**src/verilog/pevc_consts.svh**
```systemverilog
// offsets, field positions, reset values and timing counts of the enable/address/reference block
`ifndef PEVC_CONSTS_SVH
`define PEVC_CONSTS_SVH

// register indices, byte address is four times the index
`define PEVC_IDX_OPERATION   10'h001
`define PEVC_IDX_ON_OFF      10'h002
`define PEVC_IDX_VOLTAGE_FORMAT_QUERY   10'h020
`define PEVC_IDX_TRIM        10'h040
`define PEVC_IDX_MRG_HIGH    10'h041
`define PEVC_IDX_MRG_LOW     10'h042
`define PEVC_IDX_STATUS      10'h043

// reset values
`define PEVC_RST_OPERATION   8'h00
`define PEVC_RST_ON_OFF      8'h16
`define PEVC_RST_TRIM        16'h0000
`define PEVC_RST_MRG_HIGH    16'h0000
`define PEVC_RST_MRG_LOW     16'h0000
`define PEVC_VOLTAGE_FORMAT_QUERY_VAL   8'h17

// field positions
`define PEVC_OP_ON_BIT       7
`define PEVC_OP_MRG_HI       5
`define PEVC_OP_MRG_LO       4
`define PEVC_CFG_CMD_BIT     3
`define PEVC_CFG_PIN_BIT     2
`define PEVC_CFG_POL_BIT     1
`define PEVC_LIN11_EXP_HI    15
`define PEVC_LIN11_EXP_LO    11
`define PEVC_LIN11_MANT_HI   10

// address straps
`define PEVC_ADDR_FALLBACK   7'h7f
`define PEVC_DIGIT_MAX       4'h7

// reference arithmetic in millivolts
`define PEVC_VREF_NOM_MV     600
`define PEVC_MV_PER_VOLT     1000
`define PEVC_TRIM_EXP        (-9)
`define PEVC_TRIM_LO_PCT     20
`define PEVC_TRIM_HI_PCT     10
`define PEVC_SUM_LO_PCT      30
`define PEVC_SUM_HI_PCT      10
`define PEVC_TRIM_STEP_MV    2

// timing
`define PEVC_CLK_PERIOD_NS   8
`define PEVC_STD_BIT_NS      10000
`define PEVC_FAST_BIT_NS     2500
`define PEVC_STD_BIT_CYC     (`PEVC_STD_BIT_NS / `PEVC_CLK_PERIOD_NS)
`define PEVC_FAST_BIT_CYC    (`PEVC_FAST_BIT_NS / `PEVC_CLK_PERIOD_NS)
`define PEVC_MIN_OVERSAMPLE  8

`endif

```
**src/verilog/pevc_pkg.sv**
```systemverilog
// types of the enable/address/reference block
package pevc_pkg;

  typedef enum logic [1:0] {
    pevc_mrg_none,
    pevc_mrg_low,
    pevc_mrg_high
  } pevc_margin_t;

  typedef enum logic [1:0] {
    pevc_ctl_always,
    pevc_ctl_pin_only,
    pevc_ctl_cmd_only,
    pevc_ctl_both
  } pevc_ctl_mode_t;

endpackage

```
**src/verilog/pevc_addr_decode.sv**
```systemverilog
// bus address from two octal straps, caught once after reset
`timescale 1ns/1ps
`include "pevc_consts.svh"
module pevc_addr_decode (
  // clock and reset
  input  wire logic       clk,
  input  wire logic       arst_n,
  // straps
  input  wire logic [3:0] addr_strap_low_digit,
  input  wire logic [3:0] addr_strap_high_digit,
  // result
  output logic      [6:0] bus_address_q,
  output logic            strap_valid_q,
  output logic            strap_done_q
);

  logic ok;
  assign ok = (addr_strap_low_digit <= `PEVC_DIGIT_MAX) && (addr_strap_high_digit <= `PEVC_DIGIT_MAX);

  // straps sampled at the first edge after reset release
  always_ff @(posedge clk or negedge arst_n) begin
    if (!arst_n) begin
      bus_address_q <= `PEVC_ADDR_FALLBACK;
      strap_valid_q <= 1'b0;
      strap_done_q  <= 1'b0;
    end else if (!strap_done_q) begin
      strap_done_q  <= 1'b1;
      strap_valid_q <= ok;
      if (ok) begin
        bus_address_q <= {1'b0, addr_strap_high_digit[2:0], addr_strap_low_digit[2:0]};
      end else begin
        bus_address_q <= `PEVC_ADDR_FALLBACK;
      end
    end
  end

  property p_addr_pack;
    @(posedge clk) disable iff (!arst_n)
      ($rose(strap_done_q) && $past(ok)) |-> (bus_address_q == {1'b0, $past(addr_strap_high_digit[2:0]),
                                                                $past(addr_strap_low_digit[2:0])});
  endproperty
  a_addr_pack: assert property (p_addr_pack) else $error("strap address not high*8+low");

  property p_addr_fallback;
    @(posedge clk) disable iff (!arst_n)
      ($rose(strap_done_q) && !$past(ok)) |-> (bus_address_q == 7'h7f) && !strap_valid_q;
  endproperty
  a_addr_fallback: assert property (p_addr_fallback) else $error("bad strap did not give 127");

endmodule

```
**src/verilog/pevc_vref_calc.sv**
```systemverilog
// feedback reference from trim and margin, clamped
`timescale 1ns/1ps
`include "pevc_consts.svh"
module pevc_vref_calc (
  // clock and reset
  input  wire logic                clk,
  input  wire logic                arst_n,
  // settings
  input  wire logic [15:0]         trim_word,
  input  wire logic [15:0]         mrg_high_word,
  input  wire logic [15:0]         mrg_low_word,
  input  wire pevc_pkg::pevc_margin_t margin,
  // result
  output logic      [15:0]         ref_mv_q,
  output logic                     clamp_hit_q
);

  localparam logic signed [47:0] TRIM_LO = -48'(`PEVC_VREF_NOM_MV * `PEVC_TRIM_LO_PCT / 100);
  localparam logic signed [47:0] TRIM_HI = 48'(`PEVC_VREF_NOM_MV * `PEVC_TRIM_HI_PCT / 100);
  localparam logic signed [47:0] SUM_LO  = -48'(`PEVC_VREF_NOM_MV * `PEVC_SUM_LO_PCT / 100);
  localparam logic signed [47:0] SUM_HI  = 48'(`PEVC_VREF_NOM_MV * `PEVC_SUM_HI_PCT / 100);
  localparam logic signed [47:0] NOM_MV  = 48'(`PEVC_VREF_NOM_MV);
  localparam logic signed [47:0] STEP_MV = 48'(`PEVC_TRIM_STEP_MV);

  // mantissa times two to the exponent, in millivolts
  function automatic logic signed [47:0] lin_to_mv(input logic signed [15:0] mant,
                                                  input logic signed [4:0]  expo);
    logic signed [47:0] p;
    p = 48'(mant) * 48'(`PEVC_MV_PER_VOLT);
    if (expo < 0) begin
      lin_to_mv = p >>> (-expo);
    end else begin
      lin_to_mv = p <<< expo;
    end
  endfunction

  function automatic logic signed [47:0] clamp(input logic signed [47:0] v,
                                              input logic signed [47:0] lo,
                                              input logic signed [47:0] hi);
    clamp = (v < lo) ? lo : ((v > hi) ? hi : v);
  endfunction

  logic signed [47:0] trim_raw, trim_mv, mrg_mv, sum_mv, sum_cl;

  always_comb begin
    trim_raw = lin_to_mv(trim_word, 5'(`PEVC_TRIM_EXP));
    trim_mv  = clamp(trim_raw, TRIM_LO, TRIM_HI);
    trim_mv  = trim_mv - (trim_mv % STEP_MV);
    case (margin)
      pevc_pkg::pevc_mrg_high: mrg_mv = lin_to_mv(16'($signed(mrg_high_word[10:0])),
                                                  mrg_high_word[15:11]);
      pevc_pkg::pevc_mrg_low:  mrg_mv = lin_to_mv(16'($signed(mrg_low_word[10:0])),
                                                  mrg_low_word[15:11]);
      default:                 mrg_mv = '0;
    endcase
    sum_mv = mrg_mv + trim_mv;
    sum_cl = clamp(sum_mv, SUM_LO, SUM_HI);
  end

  always_ff @(posedge clk or negedge arst_n) begin
    if (!arst_n) begin
      ref_mv_q    <= 16'(`PEVC_VREF_NOM_MV);
      clamp_hit_q <= 1'b0;
    end else begin
      ref_mv_q    <= 16'(NOM_MV + sum_cl);
      clamp_hit_q <= (sum_cl != sum_mv);
    end
  end

  property p_ref_range;
    @(posedge clk) disable iff (!arst_n)
      (ref_mv_q >= 16'd420) && (ref_mv_q <= 16'd660);
  endproperty
  a_ref_range: assert property (p_ref_range) else $error("reference outside clamp window");

  property p_nomargin_even;
    @(posedge clk) disable iff (!arst_n)
      (margin == pevc_pkg::pevc_mrg_none) |=> (ref_mv_q[0] == 1'b0) && (ref_mv_q >= 16'd480);
  endproperty
  a_nomargin_even: assert property (p_nomargin_even) else $error("trim not 2 mV stepped or in range");

endmodule

```
**src/verilog/pevc_top.sv**
```systemverilog
// apb registers, regulation enable, address straps and feedback reference
// Operation
// pin-only mode follows control pin alone
// control pin polarity is programmable
// command-only mode follows operation command alone
// combined mode needs pin and command on
// address from two octal strap digits
// high strap times eight plus low strap
// bad strap gives fixed address 127
// bus logic works at 100 and 400 kHz
// numeric arguments are linear mantissa times 2^exp
// trim spans -20% to +10% nominal
// trim applied in 2 mV steps
// margin plus trim clamped -30% to +10%
// operation selects none, high or low margin
// margin high adds high step, trim, 0.6V
// margin low adds low step, trim, 0.6V
// voltage format query read-only, exponent -9
// operation is one byte at code 01h
// on/off config is one byte at 02h
// no margin gives trim plus 0.6V
`timescale 1ns/1ps
`include "pevc_consts.svh"
module pevc_top (
  // clock and reset
  input  wire logic        clk,
  input  wire logic        arst_n,
  // apb slave
  input  wire logic        psel,
  input  wire logic        penable,
  input  wire logic        pwrite,
  input  wire logic [11:0] paddr,
  input  wire logic [31:0] pwdata,
  input  wire logic [3:0]  pstrb,
  output logic             pready,
  output logic             pslverr,
  output logic      [31:0] prdata,
  // pins
  input  wire logic        enable_pin,
  input  wire logic [3:0]  addr_strap_low_digit,
  input  wire logic [3:0]  addr_strap_high_digit,
  // to the regulator and bus interface
  output logic             regulate_en_q,
  output logic      [15:0] feedback_node_ref_mv,
  output logic      [6:0]  bus_address,
  output logic             bus_fast_ok
);

  logic [7:0]  operation_q;
  logic [7:0]  on_off_q;
  logic [15:0] trim_q;
  logic [15:0] mrg_high_q;
  logic [15:0] mrg_low_q;
  logic [31:0] prdata_q;
  logic        strap_valid;
  logic        strap_done;
  logic        clamp_hit;
  logic        pin_on;
  logic        cmd_on;
  logic        en_d;
  pevc_pkg::pevc_margin_t   margin;
  pevc_pkg::pevc_ctl_mode_t mode;

  // word index match on an aligned address
  function automatic logic hit(input logic [11:0] a, input logic [9:0] idx);
    hit = (a[1:0] == 2'b00) && (a[11:2] == idx);
  endfunction

  function automatic logic mapped(input logic [11:0] a);
    mapped = hit(a, `PEVC_IDX_OPERATION) || hit(a, `PEVC_IDX_ON_OFF) || hit(a, `PEVC_IDX_VOLTAGE_FORMAT_QUERY) ||
             hit(a, `PEVC_IDX_TRIM) || hit(a, `PEVC_IDX_MRG_HIGH) || hit(a, `PEVC_IDX_MRG_LOW) ||
             hit(a, `PEVC_IDX_STATUS);
  endfunction

  logic wr_en;
  logic rd_setup;
  assign wr_en    = psel && penable && pwrite && mapped(paddr);
  assign rd_setup = psel && !penable && !pwrite;
  assign pready   = 1'b1;
  assign pslverr  = psel && penable && !mapped(paddr);
  assign prdata   = prdata_q;

  // command-side byte registers
  always_ff @(posedge clk or negedge arst_n) begin
    if (!arst_n) begin
      operation_q <= `PEVC_RST_OPERATION;
      on_off_q    <= `PEVC_RST_ON_OFF;
    end else begin
      if (wr_en && pstrb[0] && hit(paddr, `PEVC_IDX_OPERATION)) begin
        operation_q <= pwdata[7:0];
      end
      if (wr_en && pstrb[0] && hit(paddr, `PEVC_IDX_ON_OFF)) begin
        on_off_q <= pwdata[7:0];
      end
    end
  end

  // linear-format word registers
  always_ff @(posedge clk or negedge arst_n) begin
    if (!arst_n) begin
      trim_q     <= `PEVC_RST_TRIM;
      mrg_high_q <= `PEVC_RST_MRG_HIGH;
      mrg_low_q  <= `PEVC_RST_MRG_LOW;
    end else if (wr_en) begin
      if (hit(paddr, `PEVC_IDX_TRIM)) begin
        if (pstrb[0]) trim_q[7:0] <= pwdata[7:0];
        if (pstrb[1]) trim_q[15:8] <= pwdata[15:8];
      end
      if (hit(paddr, `PEVC_IDX_MRG_HIGH)) begin
        if (pstrb[0]) mrg_high_q[7:0] <= pwdata[7:0];
        if (pstrb[1]) mrg_high_q[15:8] <= pwdata[15:8];
      end
      if (hit(paddr, `PEVC_IDX_MRG_LOW)) begin
        if (pstrb[0]) mrg_low_q[7:0] <= pwdata[7:0];
        if (pstrb[1]) mrg_low_q[15:8] <= pwdata[15:8];
      end
    end
  end

  // read data captured in the setup cycle
  always_ff @(posedge clk or negedge arst_n) begin
    if (!arst_n) begin
      prdata_q <= 32'h0000_0000;
    end else if (rd_setup) begin
      case (1'b1)
        hit(paddr, `PEVC_IDX_OPERATION): prdata_q <= {24'h00_0000, operation_q};
        hit(paddr, `PEVC_IDX_ON_OFF):    prdata_q <= {24'h00_0000, on_off_q};
        hit(paddr, `PEVC_IDX_VOLTAGE_FORMAT_QUERY): prdata_q <= {24'h00_0000, `PEVC_VOLTAGE_FORMAT_QUERY_VAL};
        hit(paddr, `PEVC_IDX_TRIM):      prdata_q <= {16'h0000, trim_q};
        hit(paddr, `PEVC_IDX_MRG_HIGH):  prdata_q <= {16'h0000, mrg_high_q};
        hit(paddr, `PEVC_IDX_MRG_LOW):   prdata_q <= {16'h0000, mrg_low_q};
        hit(paddr, `PEVC_IDX_STATUS):    prdata_q <= {feedback_node_ref_mv, 2'b00, bus_fast_ok, clamp_hit,
                                                      strap_valid, regulate_en_q, bus_address, 3'b000};
        default:                         prdata_q <= 32'h0000_0000;
      endcase
    end
  end

  // control mode and margin decode
  always_comb begin
    case ({on_off_q[`PEVC_CFG_CMD_BIT], on_off_q[`PEVC_CFG_PIN_BIT]})
      2'b01:   mode = pevc_pkg::pevc_ctl_pin_only;
      2'b10:   mode = pevc_pkg::pevc_ctl_cmd_only;
      2'b11:   mode = pevc_pkg::pevc_ctl_both;
      default: mode = pevc_pkg::pevc_ctl_always;
    endcase
    case ({operation_q[`PEVC_OP_MRG_HI], operation_q[`PEVC_OP_MRG_LO]})
      2'b10:   margin = pevc_pkg::pevc_mrg_high;
      2'b01:   margin = pevc_pkg::pevc_mrg_low;
      default: margin = pevc_pkg::pevc_mrg_none;
    endcase
  end

  assign pin_on = (enable_pin == on_off_q[`PEVC_CFG_POL_BIT]);
  assign cmd_on = operation_q[`PEVC_OP_ON_BIT];

  always_comb begin
    case (mode)
      pevc_pkg::pevc_ctl_pin_only: en_d = pin_on;
      pevc_pkg::pevc_ctl_cmd_only: en_d = cmd_on;
      pevc_pkg::pevc_ctl_both:     en_d = pin_on && cmd_on;
      default:                     en_d = 1'b1;
    endcase
  end

  always_ff @(posedge clk or negedge arst_n) begin
    if (!arst_n) begin
      regulate_en_q <= 1'b0;
    end else begin
      regulate_en_q <= en_d && strap_done;
    end
  end

  // clock must oversample a fast-mode bit
  assign bus_fast_ok = (`PEVC_FAST_BIT_CYC >= `PEVC_MIN_OVERSAMPLE) &&
                       (`PEVC_STD_BIT_CYC >= `PEVC_MIN_OVERSAMPLE);

  pevc_addr_decode u_addr (
    .clk                   (clk),
    .arst_n                (arst_n),
    .addr_strap_low_digit  (addr_strap_low_digit),
    .addr_strap_high_digit (addr_strap_high_digit),
    .bus_address_q         (bus_address),
    .strap_valid_q         (strap_valid),
    .strap_done_q          (strap_done)
  );

  pevc_vref_calc u_vref (
    .clk           (clk),
    .arst_n        (arst_n),
    .trim_word     (trim_q),
    .mrg_high_word (mrg_high_q),
    .mrg_low_word  (mrg_low_q),
    .margin        (margin),
    .ref_mv_q      (feedback_node_ref_mv),
    .clamp_hit_q   (clamp_hit)
  );

  property p_pin_only;
    @(posedge clk) disable iff (!arst_n)
      (strap_done && on_off_q[3:2] == 2'b01) |=> (regulate_en_q == (($past(enable_pin)) == $past(on_off_q[1])));
  endproperty
  a_pin_only: assert property (p_pin_only) else $error("pin-only mode not following pin");

  property p_polarity_flip;
    @(posedge clk) disable iff (!arst_n)
      (strap_done && $past(strap_done) && on_off_q[3:2] == 2'b01 && $stable(on_off_q) && $changed(enable_pin))
        |=> $changed(regulate_en_q);
  endproperty
  a_polarity_flip: assert property (p_polarity_flip) else $error("pin edge did not move enable");

  property p_cmd_only;
    @(posedge clk) disable iff (!arst_n)
      (strap_done && on_off_q[3:2] == 2'b10) |=> (regulate_en_q == $past(operation_q[7]));
  endproperty
  a_cmd_only: assert property (p_cmd_only) else $error("command-only mode not following command");

  property p_both;
    @(posedge clk) disable iff (!arst_n)
      (on_off_q[3:2] == 2'b11 && (!operation_q[7] || enable_pin != on_off_q[1])) |=> !regulate_en_q;
  endproperty
  a_both: assert property (p_both) else $error("combined mode on without both");

  property p_mode_read;
    @(posedge clk) disable iff (!arst_n)
      (psel && !penable && !pwrite && paddr == 12'h080) ##1 (psel && penable) |-> (prdata == 32'h0000_0017);
  endproperty
  a_mode_read: assert property (p_mode_read) else $error("format query read wrong");

  property p_op_byte;
    @(posedge clk) disable iff (!arst_n)
      (psel && penable && pwrite && paddr == 12'h004 && pstrb[0]) |=> (operation_q == $past(pwdata[7:0]));
  endproperty
  a_op_byte: assert property (p_op_byte) else $error("operation byte not stored");

  property p_cfg_byte;
    @(posedge clk) disable iff (!arst_n)
      (psel && penable && pwrite && paddr == 12'h008 && pstrb[0]) |=> (on_off_q == $past(pwdata[7:0]));
  endproperty
  a_cfg_byte: assert property (p_cfg_byte) else $error("on/off config byte not stored");

  property p_margin_sel;
    @(posedge clk) disable iff (!arst_n)
      (operation_q[5:4] == 2'b10) |-> (margin == pevc_pkg::pevc_mrg_high);
  endproperty
  a_margin_sel: assert property (p_margin_sel) else $error("margin high not selected");

  property p_always_on;
    @(posedge clk) disable iff (!arst_n)
      (strap_done && on_off_q[3:2] == 2'b00) |=> regulate_en_q;
  endproperty
  a_always_on: assert property (p_always_on) else $error("unconditional mode not enabled");

  property p_both_on;
    @(posedge clk) disable iff (!arst_n)
      (strap_done && on_off_q[3:2] == 2'b11 && operation_q[7] && enable_pin == on_off_q[1]) |=> regulate_en_q;
  endproperty
  a_both_on: assert property (p_both_on) else $error("combined mode off with both on");

  property p_cmd_ignores_pin;
    @(posedge clk) disable iff (!arst_n)
      (strap_done && $past(strap_done) && on_off_q[3:2] == 2'b10 && $stable(on_off_q) && $stable(operation_q))
        |=> $stable(regulate_en_q);
  endproperty
  a_cmd_ignores_pin: assert property (p_cmd_ignores_pin) else $error("command-only mode moved by pin");

  property p_pin_ignores_cmd;
    @(posedge clk) disable iff (!arst_n)
      (strap_done && $past(strap_done) && on_off_q[3:2] == 2'b01 && $stable(on_off_q) && $stable(enable_pin))
        |=> $stable(regulate_en_q);
  endproperty
  a_pin_ignores_cmd: assert property (p_pin_ignores_cmd) else $error("pin-only mode moved by command");

  property p_en_wait_straps;
    @(posedge clk) disable iff (!arst_n)
      !strap_done |=> !regulate_en_q;
  endproperty
  a_en_wait_straps: assert property (p_en_wait_straps) else $error("enabled before straps sampled");

  property p_margin_low_sel;
    @(posedge clk) disable iff (!arst_n)
      (operation_q[5:4] == 2'b01) |-> (margin == pevc_pkg::pevc_mrg_low);
  endproperty
  a_margin_low_sel: assert property (p_margin_low_sel) else $error("margin low not selected");

  property p_op_hold;
    @(posedge clk) disable iff (!arst_n)
      !(psel && penable && pwrite && paddr == 12'h004 && pstrb[0]) |=> $stable(operation_q);
  endproperty
  a_op_hold: assert property (p_op_hold) else $error("operation byte changed without write");

  property p_cfg_hold;
    @(posedge clk) disable iff (!arst_n)
      !(psel && penable && pwrite && paddr == 12'h008 && pstrb[0]) |=> $stable(on_off_q);
  endproperty
  a_cfg_hold: assert property (p_cfg_hold) else $error("on/off config changed without write");

  property p_unmapped_read;
    @(posedge clk) disable iff (!arst_n)
      (psel && !penable && !pwrite && !mapped(paddr)) ##1 (psel && penable) |-> (prdata == 32'h0000_0000) && pslverr;
  endproperty
  a_unmapped_read: assert property (p_unmapped_read) else $error("unmapped read not refused");

  property p_status_read;
    @(posedge clk) disable iff (!arst_n)
      (psel && !penable && !pwrite && paddr == 12'h10c) ##1 (psel && penable)
        |-> (prdata[31:16] == $past(feedback_node_ref_mv)) && (prdata[9:3] == $past(bus_address));
  endproperty
  a_status_read: assert property (p_status_read) else $error("status word fields misplaced");

endmodule

```
**config.mk**
```make
export PLATFORM = sky130hd
export DESIGN_NAME = pevc_top
export DESIGN_NICKNAME = d
export VERILOG_FILES = /design/src/verilog/pevc_pkg.sv /design/src/verilog/pevc_addr_decode.sv /design/src/verilog/pevc_vref_calc.sv /design/src/verilog/pevc_top.sv
export VERILOG_INCLUDE_DIRS = /design/src /design/src/verilog
export SDC_FILE = /design/constraint.sdc
export NUM_CORES = 1
export LEC_CHECK = 0
export BUFFER_PORTS_ARGS = -buffer_cell sky130_fd_sc_hd__buf_2
export CORE_MARGIN = 2
export CORE_UTILIZATION = 62
export DETAILED_ROUTE_END_ITERATION = 16
export GPL_TIMING_DRIVEN = 0
export PLACE_DENSITY = 0.92
export REMOVE_ABC_BUFFERS = 1
export SYNTH_ARGS = -nofsm -noshare
export SYNTH_HDL_FRONTEND = slang
export SYNTH_SLANG_ARGS = --single-unit
export TNS_END_PERCENT = 20
```
**constraint.sdc**
```tcl
create_clock -name clk -period 11.2 [get_ports clk]
set_input_delay 0.56 -clock clk [delete_from_list [all_inputs] [get_ports clk]]
set_output_delay 0.56 -clock clk [all_outputs]
set_load 0.05 [all_outputs]
```
==> results.json <==
{
  "holdPathEnd": "u_addr.bus_address_q[5]$_DFFE_PN1N_",
  "track_usage": 0.404,
  "grt_max_degree": 98,
  "grt-ovfl-total": 0,
  "r2r-start": "trim_q[6]$_DFFE_PN0P_",
  "endpoint_kind": "flip-flop",
  "ios": 121,
  "yosysMostFrequentCell": "inv_1",
  "cp-start-kind": "flip-flop",
  "cts_tree": "done",
  "syn_area_mm2": 0.0214,
  "vias_per_cell": 6.72,
  "coreArea_mm2": 0.0343,
  "synth_cells": 2693,
  "clk_latency_ns": 0.46,
  "clock_path_buffers": 2,
  "layout-drive-gt1-share": 0.154,
  "ant_nets": 0,
  "slowest_stage": "or4_4",
  "cts.sinks": 123,
  "avgSynthCellArea_um2": 7.96,
  "ir_drop_mv": 0.0855,
  "drt_iter0_drc": 2339,
  "worstPathMaxFanout": 7,
  "synth_top_area_frac": 0.136,
  "rows": 68,
  "synthTopCellsByArea": "ha_1 14%, dfrtp_1 13%, fa_1 13%",
  "drt_first_pass_iters": 6,
  "leakage_uw": 0.0115,
  "slowest_delay_ns": 0.56,
  "timing.hold.ws_ns": 0.372,
  "grt_pass1_vias": 21400,
  "slew_headroom": -0.0266,
  "syn_to_final_growth_pct": 9.76,
  "status": "finished, violations left",
  "reg2reg_setup_slack_ns": 0.35,
  "fp.dieW_um": 190,
  "violations": "capacitance limit, slew limit",
  "antenna_found_initial": 3,
  "worstSetupPathType": "flip-flop to flip-flop",
  "synth_edf_count": 0,
  "rr_worst_depth": 40,
  "postPlaceCellArea_mm2": 0.0221,
  "hold_path_startpoint": "addr_strap_high_digit[2]",
  "required_ns": 11.54,
  "gp_congestion": 1.00,
  "min_period_over_period": 0.969,
  "die_area_mm2": 0.0361,
  "cts_max_level": 4,
  "finalHoldViolCount": 0,
  "ys.flop_type": "dfrtp_1",
  "avgRoutedWirePerCell_um": 23.0,
  "drcViolationCount": 0,
  "cts-root-buf": "clkbuf_16",
  "yosys.area.top_type": "ha_1",
  "max_freq_mhz": 92.2,
  "maxCapViolations": 1,
  "grt_pass1_wl_mm": 114,
  "clkSlewWorstSetupHoldPaths_ns": 0.08,
  "fin_skew_ns": 0.0217,
  "synthTopCellsByCount": "405 x inv_1, 233 x ha_1, 233 x nand2_1, 196 x a21oi_1, 192 x o21ai_0",
  "worstPathArrival_ns": 11.19,
  "die_h_um": 190,
  "ys_types": 92,
  "ys_seq_area_frac": 0.144,
  "min_period_ns": 10.85,
  "dpl.hpwl_mm": 53.5,
  "cts_buffers": 17,
  "portBuffers": 100,
  "yosysWarnings": 0,
  "drt-total-wl_mm": 73.5,
  "vias": 21500,
  "finalMaxSlewViolations": 15,
  "final_cell_area_mm2": 0.0235,
  "hold_path.class": "input pin to flip-flop",
  "nNetsFinal": 3152,
  "initial_core_util": 0.625,
  "r2r-end": "u_vref.ref_mv_q[7]$_DFF_PN0_",
  "p_per_area_mw_per_mm2": 67.3,
  "ys_seq_elements": 123,
  "synthArstFlopShare": 1.00,
  "setup_viol": 0,
  "whs_path_depth": 3,
  "worstMarginPinSlew_ns": 1.53
}
[sequential cells by signal (all words and copies together) (netlist names)]
register / count
on_off_q: 8
prdata: 32
u_vref.ref_mv_q: 16
regulate_en_q: 1
trim_q: 16
mrg_low_q: 16
u_addr.strap_done_q: 1
operation_q: 8
u_vref.clamp_hit_q: 1
mrg_high_q: 16
u_addr.bus_address_q: 7
u_addr.strap_valid_q: 1
[through the flow]
| step | power, uW | worst slack (ns) | setup TNS [ns] | util | cells |
|---|---|---|---|---|---|
| floorplan | 776 | 0.916 | 0 | - | 2566 |
| global placement | 902 | -1.37 | -5.27 | 0.642 | 3121 |
| detailed placement | 913 | -1.13 | -2.58 | 0.645 | 3126 |
| CTS | 1530 | 0.0137 | 0 | 0.673 | 3172 |
| global route | 1630 | -0.0726 | -0.0726 | 0.686 | 3189 |
| finish | 1580 | 0.352 | 0 | 0.686 | 3192 |
[final cells by class]
type                       instances  area (um2)
clock inverter                    15         198
tap                              455         569
timing repair buffer             134         828
sequential                       123        3130
antenna                            3        7.51
inverter                         406        1530
multi-input combinational       2038       16800
fill                            2595       10800
clock buffer                      17         425
timing repair inverter             1        7.51
[logic make-up (layout without fill, tap and decap cells)]
logic type	after synthesis	count (layout)	synth area share
compound gates	727	728	0.217
xor+xnor	110	110	0.0462
fa+ha+maj	369	369	0.263
buf+inv	540	573	0.0956
flops	123	123	0.144
mux	142	142	0.0830
other cells	2	12	0.000350
simple gates	680	680	0.151
[placed cells by master, fill, tap and decap left out, types with 17 or more instances in the layout]
cell       instances
inv_1            394
nand2_1          231
ha_1             225
a21oi_1          183
o21ai_0          176
nor2_1           160
fa_1             136
buf_2             99
dfrtp_1           81
xnor2_1           61
mux2_2            61
mux2i_1           57
nand3_1           50
nor3_1            40
a31oi_1           38
xor2_1            37
o211ai_1          32
a21o_1            30
dfrtp_2           28
nand4_1           27
o21a_1            25
a211oi_1          25
buf_4             25
and3_1            23
nand2b_1          22
mux4_2            22
or2_2             22
a22o_1            20
nor2b_1           19
o21ai_1           18
clkbuf_16         17
[worst max-delay path: cells and delay by family, from the launching register on]
family                     cells  cell delay (ns)
buffers and inverters          4             0.35
DFF                            1             0.47
AOI/OAI and AO/OA             16             3.60
and+or+nand+nor                8             2.25
adders and majority gates      8             3.16
muxes                          2             0.63
xor gates and xnor gates       2             0.29
[where the power goes]
| group | leakage [uW] | switching (uW) | total [uW] | internal (uW) |
|---|---|---|---|---|
| clock | 0.000303 | 269 | 610 | 341 |
| combinational | 0.00972 | 324 | 501 | 177 |
| sequential | 0.00148 | 10.8 | 473 | 462 |
[timing repair]
action	in CTS	in global routing
endpoints found under the setup margin	10	4
endpoints found under the hold margin	24	0
gates resized for setup	46	92
hold buffers	1	0
buffers inserted	11	16
cloned	2	0
pin swaps	6	13
[how the worst max path moves through the flow]
stage,start,to,depth (start not counted)
floorplan,trim_q[4]$_DFFE_PN0P_,u_vref.ref_mv_q[7]$_DFF_PN0_,38
global placement,mrg_low_q[2]$_DFFE_PN0P_,u_vref.ref_mv_q[7]$_DFF_PN0_,39
detailed placement,mrg_high_q[9]$_DFFE_PN0P_,u_vref.ref_mv_q[7]$_DFF_PN0_,39
CTS,mrg_low_q[4]$_DFFE_PN0P_,u_vref.ref_mv_q[7]$_DFF_PN0_,37
global route,trim_q[6]$_DFFE_PN0P_,u_vref.ref_mv_q[7]$_DFF_PN0_,40
finish,trim_q[6]$_DFFE_PN0P_,u_vref.ref_mv_q[7]$_DFF_PN0_,40
[routing by layer]
metal	part of all wire	GRT usage
met5	0.0014	0.0206
met3	0.11	0.0944
met4	0.057	0.205
met2	0.46	0.652
met1	0.38	0.505
No activity file was read; power rests on OpenSTA's default activity.
